[src/inc/srx_pkg.sv]
/*
 Constants, field encodings and carrier types for one receive lane.
 Assumes the lane logic runs on one clock taken from the shared PLL domain.
*/
package srx_pkg;

	localparam int CHAR_BITS = 10;

	// Recovery order encodings
	localparam logic [2:0] RECOV_FIRST_ORDER = 3'h0;

	// Signal-loss detection encodings
	localparam logic [1:0] LOSS_DET_OFF = 2'h0;
	localparam logic [1:0] LOSS_DET_ON  = 2'h2;

	// Character alignment encodings
	localparam logic [1:0] ALIGN_OFF    = 2'h0;
	localparam logic [1:0] ALIGN_COMMA  = 2'h1;

	// Line rate against PLL rate
	localparam logic [1:0] RATE_FULL    = 2'h0;
	localparam logic [1:0] RATE_HALF    = 2'h1;
	localparam logic [1:0] RATE_QUARTER = 2'h2;

	// Parallel width encodings
	localparam logic [2:0] WIDTH_10BIT  = 3'h0;

	// Comma patterns, bit a in position 0
	localparam logic [6:0] COMMA_POS    = 7'h7c;
	localparam logic [6:0] COMMA_NEG    = 7'h03;

	// Clock phase loaded on a line transition, per rate
	localparam logic [1:0] EDGE_PHASE_HALF    = 2'h1;
	localparam logic [1:0] EDGE_PHASE_QUARTER = 2'h1;

	// Divider terminal counts
	localparam logic [1:0] DIV_LAST_FULL    = 2'h0;
	localparam logic [1:0] DIV_LAST_HALF    = 2'h1;
	localparam logic [1:0] DIV_LAST_QUARTER = 2'h3;

	// Sampled bits without a transition before signal loss
	localparam int LOSS_RUN_DEFAULT = 64;
	localparam int RUN_CNT_BITS     = 8;

	// Values after reset
	localparam logic [3:0] BIT_CNT_RESET = 4'h0;
	localparam logic [1:0] DIV_CNT_RESET = 2'h0;
	localparam logic [CHAR_BITS-1:0] CHAR_RESET = 10'h000;

	typedef struct packed {
		logic [2:0] recovery_order_sel;
		logic [1:0] signal_loss_detect_sel;
		logic [1:0] align_sel;
		logic       rx_polarity_swap;
		logic [1:0] rate_sel;
		logic [2:0] width_sel;
		logic       lane_receiver_on;
	} srx_cfg_type;

	typedef struct packed {
		logic comma_locked;
		logic signal_lost;
		logic cfg_supported;
	} srx_status_type;

endpackage

[src/rtl/srx_sync.sv]
/*
 Two-flop synchroniser for the recovered serial line level.
 Assumes the input is asynchronous to clk.
*/
`timescale 1ns/1ps
module srx_sync (
	input  wire logic clk,
	input  wire logic sys_rst,
	input  wire logic async_in,
	output logic      sync_out
);

	logic meta_reg;

	always_ff @(posedge clk) begin
		if (sys_rst) begin
			meta_reg <= 1'b0;
			sync_out <= 1'b0;
		end else begin
			meta_reg <= async_in;
			sync_out <= meta_reg;
		end
	end

endmodule

[src/rtl/srx_lane.sv]
/*
 Receive lane: rate sampling, polarity, comma alignment, signal-loss
 detection and 10-bit character delivery under software configuration.
 Assumes cfg comes from logic on clk and rx_serial_in is a raw line level.
*/
`timescale 1ns/1ps
// Functional notes
// - Recovery order 000 gives first-order clock and data recovery.
// - Signal-loss detection off at 00, on at 10.
// - Alignment 01 hunts commas and aligns to 10-bit characters.
// - Polarity bit 1 inverts every received bit, 0 passes unchanged.
// - Line rate is PLL rate, half of it, or quarter of it.
// - Width 000 delivers 10-bit character groups.
// - Receiver enable bit turns the lane receiver off or on.
module srx_lane #(
	parameter int LOSS_RUN = srx_pkg::LOSS_RUN_DEFAULT
) (
	input  wire logic                     clk,
	input  wire logic                     sys_rst,
	input  wire srx_pkg::srx_cfg_type     cfg,
	input  wire logic                     rx_serial_in,
	output logic [srx_pkg::CHAR_BITS-1:0] rx_char_reg,
	output logic                          rx_char_valid_reg,
	output srx_pkg::srx_status_type       status_reg
);

	logic                          line_s;
	logic                          line_bit;
	logic                          prev_bit_reg;
	logic                          edge_seen;
	logic [1:0]                    div_cnt_reg;
	logic [1:0]                    div_cnt_next;
	logic [1:0]                    div_last;
	logic [1:0]                    edge_phase;
	logic                          sample_stb;
	logic [srx_pkg::CHAR_BITS-1:0] shift_reg;
	logic [srx_pkg::CHAR_BITS-1:0] shift_next;
	logic [3:0]                    bit_cnt_reg;
	logic                          comma_hit;
	logic                          char_done;
	logic                          last_sample_reg;
	logic                          comma_locked_reg;
	logic                          signal_lost_reg;
	logic                          cfg_supported_reg;

	localparam int RUN_W = srx_pkg::RUN_CNT_BITS;
	localparam logic [RUN_W-1:0] RUN_LIMIT = RUN_W'(LOSS_RUN);

	logic [RUN_W-1:0]              run_cnt_reg;

	// Status flags gathered into one carrier
	assign status_reg = srx_pkg::srx_status_type'({comma_locked_reg, signal_lost_reg,
		cfg_supported_reg});

	srx_sync line_sync (
		.clk      (clk),
		.sys_rst  (sys_rst),
		.async_in (rx_serial_in),
		.sync_out (line_s)
	);

	assign line_bit = line_s ^ cfg.rx_polarity_swap;
	assign edge_seen = line_bit != prev_bit_reg;

	always_comb begin
		div_last   = srx_pkg::DIV_LAST_FULL;
		edge_phase = srx_pkg::EDGE_PHASE_HALF;
		unique case (cfg.rate_sel)
			srx_pkg::RATE_HALF: begin
				div_last   = srx_pkg::DIV_LAST_HALF;
				edge_phase = srx_pkg::EDGE_PHASE_HALF;
			end
			srx_pkg::RATE_QUARTER: begin
				div_last   = srx_pkg::DIV_LAST_QUARTER;
				edge_phase = srx_pkg::EDGE_PHASE_QUARTER;
			end
			default: begin
				div_last   = srx_pkg::DIV_LAST_FULL;
				edge_phase = srx_pkg::EDGE_PHASE_HALF;
			end
		endcase
	end

	assign sample_stb = cfg.lane_receiver_on && (div_cnt_reg >= div_last);

	always_comb begin
		if (sample_stb || div_last == srx_pkg::DIV_LAST_FULL) begin
			div_cnt_next = srx_pkg::DIV_CNT_RESET;
		end else if (edge_seen) begin
			div_cnt_next = edge_phase;
		end else begin
			div_cnt_next = div_cnt_reg + 2'h1;
		end
	end

	always_ff @(posedge clk) begin
		if (sys_rst) begin
			div_cnt_reg  <= srx_pkg::DIV_CNT_RESET;
			prev_bit_reg <= 1'b0;
		end else if (!cfg.lane_receiver_on) begin
			div_cnt_reg  <= srx_pkg::DIV_CNT_RESET;
			prev_bit_reg <= line_bit;
		end else begin
			div_cnt_reg  <= div_cnt_next;
			prev_bit_reg <= line_bit;
		end
	end

	assign shift_next = {line_bit, shift_reg[srx_pkg::CHAR_BITS-1:1]};
	assign comma_hit  = (cfg.align_sel == srx_pkg::ALIGN_COMMA)
		&& (shift_next[6:0] == srx_pkg::COMMA_POS || shift_next[6:0] == srx_pkg::COMMA_NEG);
	assign char_done  = comma_hit || bit_cnt_reg == 4'(srx_pkg::CHAR_BITS - 1);

	always_ff @(posedge clk) begin
		if (sys_rst) begin
			shift_reg   <= srx_pkg::CHAR_RESET;
			bit_cnt_reg <= srx_pkg::BIT_CNT_RESET;
		end else if (!cfg.lane_receiver_on) begin
			bit_cnt_reg <= srx_pkg::BIT_CNT_RESET;
		end else if (sample_stb) begin
			shift_reg   <= shift_next;
			bit_cnt_reg <= char_done ? srx_pkg::BIT_CNT_RESET : bit_cnt_reg + 4'h1;
		end
	end

	always_ff @(posedge clk) begin
		if (sys_rst) begin
			rx_char_reg       <= srx_pkg::CHAR_RESET;
			rx_char_valid_reg <= 1'b0;
		end else begin
			rx_char_valid_reg <= sample_stb && char_done
				&& cfg.width_sel == srx_pkg::WIDTH_10BIT;
			if (sample_stb && char_done) begin
				rx_char_reg <= shift_next;
			end
		end
	end

	// alignment lock cleared while the lane receiver is off
	always_ff @(posedge clk) begin
		if (sys_rst) begin
			comma_locked_reg <= 1'b0;
		end else if (!cfg.lane_receiver_on) begin
			comma_locked_reg <= 1'b0;
		end else if (sample_stb && comma_hit) begin
			comma_locked_reg <= 1'b1;
		end
	end

	always_ff @(posedge clk) begin
		if (sys_rst) begin
			last_sample_reg <= 1'b0;
			run_cnt_reg     <= '0;
			signal_lost_reg <= 1'b0;
		end else if (!cfg.lane_receiver_on
				|| cfg.signal_loss_detect_sel != srx_pkg::LOSS_DET_ON) begin
			run_cnt_reg     <= '0;
			signal_lost_reg <= 1'b0;
		end else if (sample_stb) begin
			last_sample_reg <= line_bit;
			if (line_bit != last_sample_reg) begin
				run_cnt_reg     <= '0;
				signal_lost_reg <= 1'b0;
			end else if (run_cnt_reg >= RUN_LIMIT) begin
				signal_lost_reg <= 1'b1;
			end else begin
				run_cnt_reg <= run_cnt_reg + RUN_W'(1);
			end
		end
	end

	always_ff @(posedge clk) begin
		if (sys_rst) begin
			cfg_supported_reg <= 1'b0;
		end else begin
			cfg_supported_reg <=
				cfg.recovery_order_sel == srx_pkg::RECOV_FIRST_ORDER
				&& cfg.width_sel == srx_pkg::WIDTH_10BIT
				&& cfg.rate_sel != 2'h3;
		end
	end

endmodule

[config.mk]
export PLATFORM = sky130hd
export DESIGN_NAME = srx_lane
export DESIGN_NICKNAME = d
export VERILOG_FILES = /design/src/inc/srx_pkg.sv /design/src/rtl/srx_sync.sv /design/src/rtl/srx_lane.sv
export SDC_FILE = /design/constraint.sdc
export NUM_CORES = 1
export LEC_CHECK = 0
export BUFFER_PORTS_ARGS = -buffer_cell sky130_fd_sc_hd__buf_2
export CORE_UTILIZATION = 50
export DETAILED_ROUTE_END_ITERATION = 10
export PLACE_DENSITY = 0.77
export RECOVER_POWER = 100
export SLEW_MARGIN = 20
export SYNTH_ARGS = -nofsm -noshare
export SYNTH_HDL_FRONTEND = slang
export SYNTH_SLANG_ARGS = --single-unit
export TNS_END_PERCENT = 30
[constraint.sdc]
create_clock -name clk -period 2.2 [get_ports clk]
set_clock_uncertainty 0.05 [all_clocks]
set_input_delay 0.11 -clock clk [delete_from_list [all_inputs] [get_ports clk]]
set_output_delay 0.11 -clock clk [all_outputs]
set_load 0.02 [all_outputs]
==> results of run 1 <==
cells by family (layout without fill, tap and decap cells):
family / Yosys count / in the layout / share of synthesized area
compound gates: 34 / 34 / 0.107
xor+xnor: 5 / 5 / 0.0311
fa+ha+maj: 7 / 7 / 0.0473
buf+inv: 19 / 53 / 0.0500
flops: 41 / 41 / 0.443
mux: 11 / 11 / 0.0601
simple gates: 93 / 93 / 0.262
cell type report:
class / instances / area [um^2]
fillers: 314 / 1290
inverters: 9 / 33.8
multi-input cells: 150 / 940
flip-flops and latches: 41 / 821
clock buffers: 7 / 86.3
clock inverters: 1 / 30.0
repair buffers: 36 / 184
well taps: 46 / 57.6
final timing paths:
check,endpoint,cells past startpoint
setup / recovery,run_cnt_reg[1]$_SDFFE_PP0P_,8
hold / removal,cfg_supported_reg$_SDFF_PP0_,3
setup reg to reg,run_cnt_reg[1]$_SDFFE_PP0P_,8
hold reg to reg,line_sync.sync_out$_SDFF_PP0_,1
power breakdown:
group	switching (mW)	internal [mW]	leakage, nW
logic	0.0655	0.0555	0.447
clock network	0.252	0.370	0.0585
registers	0.00641	0.750	0.331
repair_timing:
| item | in CTS | in global routing |
|---|---|---|
| gates resized for setup | 0 | 0 |
| hold buffers | 1 | 0 |
| setup endpoints to repair | 0 | 1 |
| hold endpoints to repair | 1 | 0 |
cells in the mapped netlist, types with 2 or more instances:
| library cell | count |
|---|---|
| mux2i_1 | 10 |
| nand2b_1 | 21 |
| xor2_1 | 2 |
| nand2_1 | 22 |
| nor2_1 | 17 |
| inv_1 | 9 |
| nor2b_1 | 7 |
| nand3_1 | 4 |
| a21oi_1 | 17 |
| nor3_1 | 7 |
| clkbuf_1 | 4 |
| o21ai_0 | 7 |
| a22oi_1 | 3 |
| dfxtp_1 | 41 |
| or4_1 | 3 |
| ha_1 | 7 |
| buf_4 | 3 |
| xnor2_1 | 2 |
| buf_2 | 2 |
| nand4_1 | 2 |
| nor4b_1 | 2 |
| or3_1 | 5 |
metal layers:
metal / track usage / vias to the layer above / routed length, um
li1: - / 774 / -
met1: 0.232 / 637 / 1610
met2: 0.290 / 46 / 1390
met3: 0.0620 / 5 / 227
met4: 0.0669 / 0 / 43
met5: 0 / - / 0
critical path: stages (launching register included):
cell,delay [ns]
dfxtp_1,0.34
inv_1,0.06
ha_1,0.29
or3b_2,0.48
o211ai_1,0.18
buf_4,0.22
nor3_1,0.09
a32oi_1,0.20
nor3_1,0.06
per-stage QoR:
stage,setup WS [ns],cells
after global routing,0.00138,290
after floorplan,0.199,210
final,0.120,290
after CTS,0.112,289
after global placement,0.0371,280
after detailed placement,-0.0200,280
==> results.ini, run 1 <==
[outcome]
outcome = finished, final reports clean

[floorplan]
io_pins = 31
start_util = 0.538
core-area_um2 = 3440
rows = 21
dieArea_um2 = 3950
die_w_um = 62.9
die_y_um = 62.9

[logic_synthesis]
synth_area_leaders = dfxtp_1 44%, nand2b_1 7.1%, mux2i_1 5.4%, ha_1 4.7%, a21oi_1 4.6%
synth_ff_type = dfxtp_1
synth_top_area_frac = 0.443
ys_seq_area_frac = 0.443
synth_top_area_cell = dfxtp_1
synth.distinct_cells = 35
syn_avg_cell_area_um2 = 8.82
postSynth.asyncResetShare = 0
yosys_warnings = 0
postSynthCellCount = 210
synth_edf_count = 0
syn_nets = 234
ys_ff_latch = 41
netlist_area_um2 = 1850

[detailed_routing]
dr.pass1.iters = 4
drc_errors = 0
first_iter_violations = 70
wl_per_cell_um = 11.3
drt_wl_total_um = 3270
num_vias = 1462
drt.antenna.violating_nets = 0
via_per_inst = 5.04

[clock_network]
cts_sinks = 41
post-cts-setup-buffers = 0
insertion_delay_ns = 0.29
clockRootBuffer = clkbuf_8
cts_tree = built
clk_pin_slew_ns = 0.07
cts_buffers = 5
htreeDepth = 2
cts.path.max_buffers = 2

[critical_path]
required_ns = 2.33
critPathMaxFanout = 6
r2r-start = div_cnt_reg[0]$_SDFF_PP0_
rrSetupSlack_ns = 0.12
end_kind = flop
critPathKind = flop to flop
crit_arrival_ns = 2.20
crit_start = div_cnt_reg[0]$_SDFF_PP0_
cp-start-kind = flop

[power]
p_leak_nw = 0.837
power_density_nw_per_um2 = 697
power_mw = 1.50
irDropWorstVdd_mv = 0.495

[placed_design]
dp_hpwl_um = 2310
port-buffer-count = 30
gp_congestion = 0.833
post_dp_cell_area_um2 = 2030

[global_route]
grt_overflow_total = 0
antenna_found_initial = 0
grtUsageTotal = 0.184
first_global_vias = 1356
grt_pass1_wl_um = 5810
grt_max_degree = 36

[sta]
maxSlewHeadroom = 0.626
grt_setup_unrepaired = false
fin_setup_tns_ns = 0
period_needed_ns = 2.08
finalMaxSlewViolations = 0
max_freq_ghz = 0.481
setup_viol = 0
hold_ws_ns = 0.00766
period_share = 0.945
finalHoldViolCount = 0
worst_pin_slew_ns = 0.558

[layout]
n_antenna_cell = 0
layout.nets = 267
final_common_cell = dfxtp_1
fin_util = 0.625
largest_register_ffs = 10
final_cell_mix = 41 x dfxtp_1, 22 x nand2_1, 21 x nand2b_1
area_growth_syn_to_layout_pct = 16.1
drive_above_1_share = 0.135
fin_area_um2 = 2150

[job]
drv_cap = 0

[hold_path]
hold_path.startpoint = cfg[13]
min_path_type = primary input to flop

(Power assumes the default switching activity.)
==> inputs of run 2 (changes only) <==
--- a/config.mk
+++ b/config.mk
@@ -13,5 +13,6 @@
 export SLEW_MARGIN = 20
 export SYNTH_ARGS = -nofsm -noshare
 export SYNTH_HDL_FRONTEND = slang
+export SYNTH_HIERARCHICAL = 1
 export SYNTH_SLANG_ARGS = --single-unit
 export TNS_END_PERCENT = 30
==> run 2 against run 1 <==
Combinational power barely moved. Critical path depth down 1. Global-route usage increased by 2.2 points. Critical endpoint is now run_cnt_reg[5]$_SDFFE_PP0P_. Synthesized cell count fell by 1.4%. Largest power group unchanged. Register-to-register slack improved by 0.09 ns. Clock power decreased by 3.7%.
==> results.ini, run 2 <==
[detailed_routing]
dr.pass1.iters = 4
drt.antenna.violating_nets = 0
drc_errors = 0
num_vias = 1526
drt_wl_total_um = 3560
first_iter_violations = 81
via_per_inst = 5.21
wl_per_cell_um = 12.2

[logic_synthesis]
synthTopCellsByCount = 41 x dfxtp_1, 22 x nand2_1, 20 x nand2b_1
yosys.area_share.adder = 0.0478
synthMuxAreaShare = 0.0608
postSynthCellCount = 207
synth_top_family_by_area = simple AND/OR/NAND/NOR gates
syn_nets = 231
synth_ff_type = dfxtp_1
netlist_area_um2 = 1830
synth_top_area_cell = dfxtp_1
synth_compound_gate_area_share = 0.117
yosys_warnings = 6
synth_edf_count = 0
synth_simple_gate_area_frac = 0.259
ys_seq_area_frac = 0.448
synth.distinct_cells = 35
postSynth.asyncResetShare = 0
synth_area_leaders = dfxtp_1 45%, nand2b_1 6.8%, mux2i_1 5.5%, ha_1 4.8%, a21oi_1 4.6%
syn_avg_cell_area_um2 = 8.84
ys_ff_latch = 41
synth_top_area_frac = 0.448
yosysMostFrequentCell = dfxtp_1
synth_xor_area_frac = 0.0191

[clock_network]
cts_buffers = 5
clockRootBuffer = clkbuf_4
clk_pin_slew_ns = 0.12
cts_sinks = 41
post-cts-setup-buffers = 0
cts_tree = built
insertion_delay_ns = 0.35
htreeDepth = 2
cts.path.max_buffers = 2

[critical_path]
cp-start-kind = flop
rrSetupSlack_ns = 0.21
end_kind = flop
crit_arrival_ns = 2.22
critPathMaxFanout = 6
required_ns = 2.44
critPathKind = flop to flop

[layout]
drive_above_1_share = 0.138
largest_register_ffs = 10
area_growth_syn_to_layout_pct = 18.1
n_antenna_cell = 0
stdcell_count = 293
final_cell_mix = 40 x dfxtp_1, 22 x nand2_1, 20 x nand2b_1
final_common_cell = dfxtp_1
fin_util = 0.633
layout.nets = 270

[sta]
fin_setup_tns_ns = 0
worst_pin_slew_ns = 0.572
period_share = 0.903
finalMaxSlewViolations = 0
setup_viol = 0
maxSlewHeadroom = 0.615
grt_setup_unrepaired = false
period_needed_ns = 1.99
finalHoldViolCount = 0
max_freq_ghz = 0.503

[global_route]
grt_pass1_wl_um = 6450
grtUsageTotal = 0.207
grt_max_degree = 36
antenna_found_initial = 0
grt_overflow_total = 0
first_global_vias = 1463

[floorplan]
die_w_um = 62.5
core-area_um2 = 3420
io_pins = 31
dieArea_um2 = 3910
start_util = 0.536
die_y_um = 62.5
rows = 21

[power]
swShare = 0.216
comb_power_share = 0.083
irDropWorstVdd_mv = 0.396
cell_internal_pwr_mw = 1.16
power_mw = 1.48
power.switching_mw = 0.320
p_seq_frac = 0.512
p_leak_nw = 0.817
power_density_nw_per_um2 = 685
clkPwrFrac = 0.405

[placed_design]
dp_cells = 280
dp_hpwl_um = 2500
gp_congestion = 0.750
port-buffer-count = 30

[hold_path]
min_path_type = primary input to flop

[job]
drv_cap = 0

[outcome]
outcome = finished, final reports clean

[run 2: cell count changes in the layout (fill, tap and decap cells not counted), sizes merged, moves of 2 or more]
cell	delta
nor3	-2
dlygate4sd3	+4
a211oi	+2
buf	-2
clkbuf	+2
xnor2	+2
xor2	-2
[run 2: cells by family (layout without fill, tap and decap cells)]
kind of cell / after synthesis / count (layout)
compound gates: 36 / 36
xor+xnor: 4 / 4
fa+ha+maj: 7 / 7
buf+inv: 18 / 58
flops: 41 / 41
mux: 11 / 11
simple gates: 90 / 90
[run 2: power by group through the flow]
| stage | sequential, mW | combinational [mW] | clock [mW] |
|---|---|---|---|
| finish | 0.758 | 0.123 | 0.599 |
| global route | 0.760 | 0.140 | 0.643 |
| CTS | 0.758 | 0.126 | 0.606 |
| detailed placement | 0.775 | 0.118 | 0 |
| global placement | 0.774 | 0.116 | 0 |
| floorplan | 0.773 | 0.0750 | 0 |
[run 2: worst max-delay path: stages, from the launching register on]
cell and delay, ns:
dfxtp_2 0.36, inv_1 0.06, ha_1 0.21, or3b_4 0.23, o211a_1 0.21, o21ai_0 0.24
or3_1 0.42, a21oi_1 0.14
[run 2: final timing paths]
kind                                       from                       endpoint  cells past startpoint
setup / recovery      div_cnt_reg[0]$_SDFF_PP0_    run_cnt_reg[5]$_SDFFE_PP0P_                      7
setup reg to reg      div_cnt_reg[0]$_SDFF_PP0_    run_cnt_reg[5]$_SDFFE_PP0P_                      7
hold reg to reg   line_sync/meta_reg$_SDFF_PP0_  line_sync/sync_out$_SDFF_PP0_                      1
hold / removal                           cfg[9]   last_sample_reg$_SDFFE_PP0P_                      4
[run 2: layer usage]
metal  track usage  up-vias  routed length (um)
li1              -      777                   -
met3        0.0456        5                 157
met1         0.263      706                1700
met4        0.0785        0                  40
met2         0.340       38                1660
met5             0        -                   0
[run 2: repair_timing]
action / in CTS / in global routing
hold buffers: 5 / 0
setup endpoints to repair: 0 / 19
endpoints found under the hold margin: 3 / 0
resized for setup: 0 / 4
[run 2: layout make-up]
cell class | instances | area (um^2)
Sequential cell | 41 | 822
Fill cell | 322 | 1250
Multi-Input combinational cell | 148 | 925
Timing Repair Buffer | 41 | 221
Inverter | 9 | 33.8
Tap cell | 46 | 57.6
Clock inverter | 3 | 65.1
Clock buffer | 5 | 37.5
[run 2: through the flow]
stage               setup WS [ns]  area (um^2)  hold WS (ns)
floorplan                   0.124         1830         0.132
global placement           0.0366         2030         0.274
detailed placement        0.00336         2030         0.277
CTS                        0.0598         2180        0.0217
global route               0.0360         2160        0.0186
finish                      0.213         2160        0.0221
